[config.mk]
export PLATFORM = sky130hd
export DESIGN_NAME = radio_interrupt_flags
export DESIGN_NICKNAME = d
export VERILOG_FILES = /design/src/radio_irq_pkg.sv /design/src/radio_interrupt_flags.sv
export VERILOG_INCLUDE_DIRS = /design/src
export SDC_FILE = /design/constraint.sdc
export NUM_CORES = 1
export LEC_CHECK = 0
export BUFFER_PORTS_ARGS = -buffer_cell sky130_fd_sc_hd__buf_2
export CAP_MARGIN = 30
export CELL_PAD_IN_SITES_DETAIL_PLACEMENT = 1
export CELL_PAD_IN_SITES_GLOBAL_PLACEMENT = 2
export CORE_ASPECT_RATIO = 1.1
export CORE_MARGIN = 4
export CORE_UTILIZATION = 40
export DETAILED_ROUTE_END_ITERATION = 7
export GPL_TIMING_DRIVEN = 0
export PLACE_DENSITY = 0.82
export RECOVER_POWER = 50
export SLEW_MARGIN = 10
export SYNTH_ARGS = -nofsm -noshare
export SYNTH_HDL_FRONTEND = slang
export SYNTH_SLANG_ARGS = --single-unit
[constraint.sdc]
create_clock -name sys_clk -period 5 [get_ports sys_clk]
set_input_delay 0.25 -clock sys_clk [delete_from_list [all_inputs] [get_ports sys_clk]]
set_output_delay 0.25 -clock sys_clk [all_outputs]
set_load 0.01 [all_outputs]
[src/radio_irq_defines.svh]
// Offsets, bit positions and reset values of the event flag block.
// Included by the package and by the design module.
`ifndef RADIO_IRQ_DEFINES_SVH
`define RADIO_IRQ_DEFINES_SVH

`define ADDR_STATUS1 6'h00
`define ADDR_STATUS2 6'h01
`define ADDR_MASK1 6'h02
`define ADDR_MASK2 6'h03
`define ADDR_ONE 6'h01

`define BIT_RX 7
`define BIT_TX 6
`define BIT_RETRY 5
`define BIT_SUPPLY 2
`define BIT_STANDBY 1
`define BIT_POWERDOWN 0
`define BIT_RESET 1
`define BIT_CAL 0

`define STATUS1_VALID 8'he7
`define STATUS2_VALID 8'h03
`define MASK2_VALID 8'h01
`define FLAGS_RST 8'h00
`define BYTE_ZERO 8'h00

`define CMD_WRITE_BIT 7
`define CMD_ADDR_HI 5
`define BIT_CNT_ZERO 3'h0
`define BIT_CNT_ONE 3'h1
`define BIT_CNT_LAST 3'h7

`define PIN_SCK 0
`define PIN_SDI 1
`define PIN_CSN 2
`define PIN_IDLE 3'h4

`endif

[src/radio_irq_pkg.sv]
// Types shared by the event flag block.
// Assumes the defines header is on the include path.
`include "radio_irq_defines.svh"

package radio_irq_pkg;

   typedef logic [7:0] byte_t;
   typedef logic [5:0] addr_t;

   typedef enum logic [1:0] {
      PH_IDLE = 2'b00,
      PH_CMD = 2'b01,
      PH_DATA = 2'b10
   } phase_e;

   // One-cycle event pulses from the radio and power logic
   typedef struct packed {
      logic packet_received;
      logic packet_sent;
      logic retry_limit;
      logic supply_check_done;
      logic supply_above_ref;
      logic standby_exit;
      logic powerdown_exit;
      logic reset_occurred;
      logic calibration_done;
   } event_s;

endpackage

[src/radio_interrupt_flags.sv]
// Event status and mask registers with the interrupt pin, reached
// through the byte-based serial control port.
// Assumes event pulses come from logic on sys_clk; serial pins are
// asynchronous and are synchronised here.
`timescale 1ns/1ps
`include "radio_irq_defines.svh"

// What this block does
// RULE1: Writing one clears a status bit
// RULE2: Primary bit 7 flags packet received
// RULE3: Primary bit 6 flags packet sent
// RULE4: Primary bit 5 flags retry limit exceeded
// RULE5: Bit 2 flags supply check finished
// RULE6: Low-only option: flag only below reference
// RULE7: Primary bit 1 flags standby exit
// RULE8: Primary bit 0 flags power-down exit
// RULE9: Secondary bit 1 flags reset, always enabled
// RULE10: Secondary bit 0 flags calibration done
// RULE11: Primary mask bits route matching flags
// RULE12: Secondary mask bit 0 routes calibration flag
// RULE13: Host keeps primary mask bits 4:3 zero
// RULE14: Host writes ones to status bits 4:3
// RULE15: Unmapped addresses do nothing
// RULE16: Interrupt high when flagged and unmasked
// RULE17: Writing zero keeps a status bit
// RULE18: Only internal events set flags
// RULE19: Primary status shifted out every transaction
// RULE20: Flags and masks zero after reset
// RULE21: Event beats a simultaneous clear
module radio_interrupt_flags (
   // Clock and reset
   input wire logic sys_clk,
   input wire logic rst,
   // Serial control port
   input wire logic spi_cs_n,
   input wire logic spi_sck,
   input wire logic spi_mosi,
   output logic spi_miso,
   output logic spi_miso_oe_n,
   // Internal events and supply check option
   input radio_irq_pkg::event_s events,
   input wire logic flag_only_on_low_supply,
   // Interrupt to host
   output logic irq
);
   import radio_irq_pkg::*;

   logic [2:0] pin_m_q, pin_m_d, pin_s_q, pin_s_d, pin_p_q, pin_p_d;
   phase_e phase_q, phase_d;
   logic [2:0] cnt_q, cnt_d;
   byte_t rx_q, rx_d, tx_q, tx_d;
   addr_t addr_q, addr_d;
   logic write_q, write_d;
   logic sdo_q, sdo_d, oe_n_q, oe_n_d;
   byte_t st1_q, st1_d, st2_q, st2_d, m1_q, m1_d, m2_q, m2_d;
   logic irq_q, irq_d;
   logic csn_low, csn_fall, sck_rise, sck_fall;
   logic wr_en;
   addr_t wr_addr;
   byte_t wr_data, in_byte, set1, set2, clr1, clr2;
   byte_t status_now;

   // Reserved bits read as zero except in the primary mask; unmapped addresses read zero
   function automatic byte_t reg_read(input addr_t a);
      case (a)
         `ADDR_STATUS1: reg_read = st1_q & `STATUS1_VALID;
         `ADDR_STATUS2: reg_read = st2_q & `STATUS2_VALID;
         `ADDR_MASK1: reg_read = m1_q;
         `ADDR_MASK2: reg_read = m2_q & `MASK2_VALID;
         default: reg_read = `BYTE_ZERO; // RULE15
      endcase
   endfunction

   // Pin synchronisers, then one stage for edge detection
   always_comb begin
      pin_m_d = {spi_cs_n, spi_mosi, spi_sck};
      pin_s_d = pin_m_q;
      pin_p_d = pin_s_q;
   end

   always_ff @(posedge sys_clk) begin
      if (rst) begin
         pin_m_q <= `PIN_IDLE;
         pin_s_q <= `PIN_IDLE;
         pin_p_q <= `PIN_IDLE;
      end else begin
         pin_m_q <= pin_m_d;
         pin_s_q <= pin_s_d;
         pin_p_q <= pin_p_d;
      end
   end

   assign csn_low = !pin_s_q[`PIN_CSN];
   assign csn_fall = csn_low && pin_p_q[`PIN_CSN];
   assign sck_rise = csn_low && pin_s_q[`PIN_SCK] && !pin_p_q[`PIN_SCK];
   assign sck_fall = csn_low && !pin_s_q[`PIN_SCK] && pin_p_q[`PIN_SCK];
   assign in_byte = {rx_q[6:0], pin_s_q[`PIN_SDI]};

   // Serial byte engine: command byte, then auto-incrementing data
   always_comb begin
      phase_d = phase_q;
      cnt_d = cnt_q;
      rx_d = rx_q;
      tx_d = tx_q;
      addr_d = addr_q;
      write_d = write_q;
      sdo_d = sdo_q;
      oe_n_d = !csn_low;
      wr_en = 1'b0;
      wr_addr = addr_q;
      wr_data = in_byte;
      status_now = reg_read(`ADDR_STATUS1);
      if (!csn_low) begin
         // Partial bytes are dropped here
         phase_d = PH_IDLE;
         cnt_d = `BIT_CNT_ZERO;
      end else if (csn_fall) begin
         tx_d = {status_now[6:0], 1'b0}; // RULE19
         sdo_d = status_now[7]; // RULE19
         phase_d = PH_CMD;
         cnt_d = `BIT_CNT_ZERO;
      end else if (sck_rise) begin
         rx_d = in_byte;
         cnt_d = cnt_q + `BIT_CNT_ONE;
         if (cnt_q == `BIT_CNT_LAST) begin
            case (phase_q)
               PH_CMD: begin
                  write_d = in_byte[`CMD_WRITE_BIT];
                  addr_d = in_byte[`CMD_ADDR_HI:0];
                  tx_d = reg_read(in_byte[`CMD_ADDR_HI:0]);
                  phase_d = PH_DATA;
               end
               PH_DATA: begin
                  wr_en = write_q;
                  addr_d = addr_q + `ADDR_ONE;
                  tx_d = reg_read(addr_q + `ADDR_ONE);
               end
               default: begin
                  phase_d = PH_IDLE;
               end
            endcase
         end
      end else if (sck_fall) begin
         sdo_d = tx_q[7];
         tx_d = {tx_q[6:0], 1'b0};
      end
   end

   always_ff @(posedge sys_clk) begin
      if (rst) begin
         phase_q <= PH_IDLE;
         cnt_q <= `BIT_CNT_ZERO;
         rx_q <= `BYTE_ZERO;
         tx_q <= `BYTE_ZERO;
         addr_q <= `ADDR_STATUS1;
         write_q <= 1'b0;
         sdo_q <= 1'b0;
         oe_n_q <= 1'b1;
      end else begin
         phase_q <= phase_d;
         cnt_q <= cnt_d;
         rx_q <= rx_d;
         tx_q <= tx_d;
         addr_q <= addr_d;
         write_q <= write_d;
         sdo_q <= sdo_d;
         oe_n_q <= oe_n_d;
      end
   end

   // Event flags, masks and interrupt
   always_comb begin
      set1 = `BYTE_ZERO;
      set2 = `BYTE_ZERO;
      set1[`BIT_RX] = events.packet_received; // RULE2
      set1[`BIT_TX] = events.packet_sent; // RULE3
      set1[`BIT_RETRY] = events.retry_limit; // RULE4
      set1[`BIT_SUPPLY] = events.supply_check_done &&
         (!flag_only_on_low_supply || !events.supply_above_ref); // RULE5 RULE6
      set1[`BIT_STANDBY] = events.standby_exit; // RULE7
      set1[`BIT_POWERDOWN] = events.powerdown_exit; // RULE8
      set2[`BIT_RESET] = events.reset_occurred; // RULE9
      set2[`BIT_CAL] = events.calibration_done; // RULE10
      clr1 = (wr_en && wr_addr == `ADDR_STATUS1) ? wr_data : `BYTE_ZERO;
      clr2 = (wr_en && wr_addr == `ADDR_STATUS2) ? wr_data : `BYTE_ZERO;
      // Set wins over clear; zeros keep the bit
      st1_d = ((st1_q & ~clr1) | set1) & `STATUS1_VALID; // RULE1 RULE17 RULE21
      st2_d = ((st2_q & ~clr2) | set2) & `STATUS2_VALID; // RULE1 RULE18 RULE21
      m1_d = (wr_en && wr_addr == `ADDR_MASK1) ? wr_data : m1_q;
      m2_d = (wr_en && wr_addr == `ADDR_MASK2) ?
         (wr_data & `MASK2_VALID) : m2_q; // RULE12
      irq_d = |(st1_q & m1_q & `STATUS1_VALID) || // RULE11 RULE16
         st2_q[`BIT_RESET] || // RULE9
         (st2_q[`BIT_CAL] && m2_q[`BIT_CAL]); // RULE12
   end

   always_ff @(posedge sys_clk) begin
      if (rst) begin
         st1_q <= `FLAGS_RST; // RULE20
         st2_q <= `FLAGS_RST;
         m1_q <= `FLAGS_RST;
         m2_q <= `FLAGS_RST;
         irq_q <= 1'b0;
      end else begin
         st1_q <= st1_d;
         st2_q <= st2_d;
         m1_q <= m1_d;
         m2_q <= m2_d;
         irq_q <= irq_d;
      end
   end

   assign spi_miso = sdo_q;
   assign spi_miso_oe_n = oe_n_q;
   assign irq = irq_q;
endmodule

==> impl_metrics.yaml <==
worst_setup_path:
  cp_top_family: "simple AND/OR/NAND/NOR gates"
  reg2reg_to: "tx_q[7]"
  crit_required_ps: 5230
  r2r_start: "pin_p_d[2]"
  crit_path_frequent_cell: "nor3b_1"
  rr_worst_depth: 6
  start_kind: "flop"
  cpPeakStageDelay_ps: 980
  r2r_slack_ps: 2080
  arrival_ps: 3140
  cp_max_fo: 10
  cp-end-kind: "flop"
  crit_chain: "clkbuf_1 -> nor3b_1 -> nand2_2 -> nor3b_1 -> nand3_1 -> a31oi_1"
  cp_num_buf_inv: 1
  crit_type: "flop to flop"
  cp_slowest_cell: "nor3b_1"
yosys:
  synth_enable_flop_cells: 0
  ys_ff_latch: 54
  ys_types: 62
  syn_nets: 347
  async_flop_share_pct: 0
  syn_inst: 323
  seq_area_frac_synth_pct: 38.8
  synth_ff_type: "dfxtp_1"
  syn_area_um2: 2790
  yosys_warnings: 0
  avgSynthCellArea_um2: 8.62
clocking:
  cts_sinks: 54
  cts_tree: "done"
  cts_made_buffers: 5
  hold_buffers: 0
  post_cts.repair.setup_buffers: 0
  htreeDepth: 2
  clk_pin_slew_worst_paths_ps: 100
  clk_path_buf_depth: 2
  clkLatencyLatePin_ps: 310
  clockRootBuffer: "clkbuf_8"
  cts-resized-gates: 0
timing:
  fin_skew_ps: 10.6
  tns_ps: 0
  period_share_pct: 58.3
  setup_viol: 0
  hold_violations: 0
  fmax_mhz: 343
  slew_viol_final: 0
  rsz0062_at_grt: "false"
  period_minus_slack_ps: 2920
  worst_slew_pin_slew_ps: 1200
  slew_headroom_pct: 19.5
floorplan:
  start_util_pct: 41.7
  fp.dieW_um: 87.6
  core_um2: 6670
  fp-row-count: 31
  dieArea_um2: 8360
  die_h_um: 95.5
  ios: 18
place:
  gp_congestion: 0.818
  port_buffers: 17
  hpwl_um: 5840
  place_area_um2: 2970
finish:
  layout.nets: 371
  drive_gt1_share_pct: 10.4
  area_growth_pct: 7.14
  antenna_cells: 0
  final_area_um2: 2980
drt:
  first_iter_violations: 119
  dr.pass1.iters: 4
  viasPerCell: 5.79
  dr_total_vias: 2479
  drc: 0
  finalWirelength_um: 7900
  ant_nets: 0
  wire_per_inst_um: 18.5
outcome:
  outcome: "finished clean"
hold_path:
  min_from: "spi_cs_n"
  hold_end: "pin_m_q[2]"
  worst_hold_path_type: "input pin to flop"
  hold_depth: 2
grt:
  overflow: 0
  grt_pass1_wl_um: 13100
  grt_max_degree: 15
  grt_pass1_vias: 2451
  antenna_found_initial: 0
  grt_usage_pct: 20.6
pwr:
  netSwitchingPower_w: 0.000175
  power_density_nw_per_um2: 249
  power_frac_comb_pct: 6.1
  power_switching_share_pct: 23.6
  peakVddDrop_v: 0.000128
  clkPwrFrac_pct: 33.2
  pwr-share-seq_pct: 60.7
  p_int_w: 0.000567
  leakage_nw: 1.02
flow_run:
  cap_violations: 0
[Yosys cell counts (2+ instances only)]
cell      number  area share [%]
o21ai_0        9             1.6
ha_1           9             4.0
a221oi_1       2            0.63
or2_2          3            0.67
nand2_1       40             5.4
a21oi_1       36             6.5
a22o_1         5             1.6
buf_6          3             1.2
a221o_1        2            0.72
inv_1          9             1.2
a22oi_1        6             1.6
mux2i_1       10             3.6
a31oi_1        6             1.3
clkbuf_1       9             1.2
a21o_1         3            0.81
dfxtp_1       54              39
a211oi_1       2            0.54
nor2b_1        7             1.6
nor3_1         4            0.72
nor3b_4        2             1.3
clkbuf_8       2            0.99
buf_4          2            0.54
nor2_1        29             3.9
nand2b_1       2            0.45
o32a_1         3             1.1
buf_2          2            0.36
nand3_1       25             4.5
or3_1          3            0.67
[registers in the layout, indices dropped and copies added, names as in the netlist]
| register | cells |
|---|---|
| pin_p_q | 2 |
| addr_q | 6 |
| irq | 1 |
| phase_q | 2 |
| m1_q | 8 |
| tx_q | 8 |
| st2_q | 2 |
| spi_miso | 1 |
| rx_q | 7 |
| st1_q | 6 |
| write_q | 1 |
| m2_q | 1 |
| cnt_q | 3 |
| pin_p_d | 3 |
| pin_m_q | 3 |
[stage by stage]
step / instances / setup WS (ps) / hold slack (ps) / util [%] / power (W)
detailed placement: 422 / 2860 / 403 / 44.6 / 0.000508
global placement: 422 / 2930 / 393 / 44.6 / 0.000507
floorplan: 323 / 3190 / 354 / - / 0.000488
finish: 428 / 2080 / 125 / 44.7 / 0.000742
global route: 428 / 1830 / 133 / 44.7 / 0.000773
CTS: 428 / 2830 / 114 / 45.8 / 0.000754
[how the worst max path moves through the flow]
stage	endpoint	cells past startpoint	slack [ps]	startpoint
finish	tx_q[7]	6	2080	pin_p_d[2]
floorplan	tx_q[5]	7	3190	phase_q[0]
CTS	tx_q[7]	6	2830	addr_q[0]
detailed placement	tx_q[7]	6	2860	addr_q[0]
global placement	tx_q[7]	6	2930	addr_q[0]
global route	tx_q[7]	6	1830	pin_p_d[2]
[power by group through the flow]
stage                     combinational, W  clock, W  sequential, W
after floorplan                  0.0000309         0       0.000457
after global routing             0.0000511  0.000270       0.000452
after global placement           0.0000467         0       0.000460
after detailed placement         0.0000473         0       0.000460
final                            0.0000452  0.000247       0.000450
after CTS                        0.0000476  0.000257       0.000450
[layout by cell type (no fill, tap or decap), types with 2 or more instances in the layout]
| master | count |
|---|---|
| dfxtp_1 | 54 |
| nand2_1 | 40 |
| a21oi_1 | 36 |
| nor2_1 | 29 |
| nand3_1 | 25 |
| clkbuf_1 | 19 |
| buf_2 | 13 |
| mux2i_1 | 10 |
| inv_1 | 9 |
| o21ai_0 | 9 |
| ha_1 | 9 |
| clkbuf_8 | 7 |
| nor2b_1 | 7 |
| a22oi_1 | 6 |
| a31oi_1 | 6 |
| a22o_1 | 5 |
| nor3_1 | 4 |
| a21o_1 | 3 |
| o32a_1 | 3 |
| nor3b_1 | 3 |
| or3_1 | 3 |
| or2_2 | 3 |
| a221oi_1 | 2 |
| nand2b_1 | 2 |
| nand3b_1 | 2 |
| a221o_1 | 2 |
| a211oi_1 | 2 |
[metal layers]
metal  share of wire, %  vias up  track usage (%)
li1                   -     1210                -
met1                 47     1229             27.4
met2                 49       32             34.9
met3                2.3        8             2.59
met4                1.1        0             5.24
met5                  0        -                0
[cells by family after synthesis]
family / share of synthesized area, %
flops: 38.8
mux: 4.94
compound gates: 21.0
fa+ha+maj: 4.04
simple gates: 25.0
buf+inv: 5.84
xor+xnor: 0.315
[final cells by class]
| class | instances | area [um2] |
|---|---|---|
| Fill cell | 819 | 3690 |
| Multi-Input combinational cell | 240 | 1510 |
| Sequential cell | 54 | 1080 |
| Tap cell | 82 | 103 |
| Buffer | 20 | 97.6 |
| Clock buffer | 6 | 82.6 |
| Timing Repair Buffer | 17 | 80.1 |
| Inverter | 9 | 33.8 |
Power figures use the tool's default switching activity.
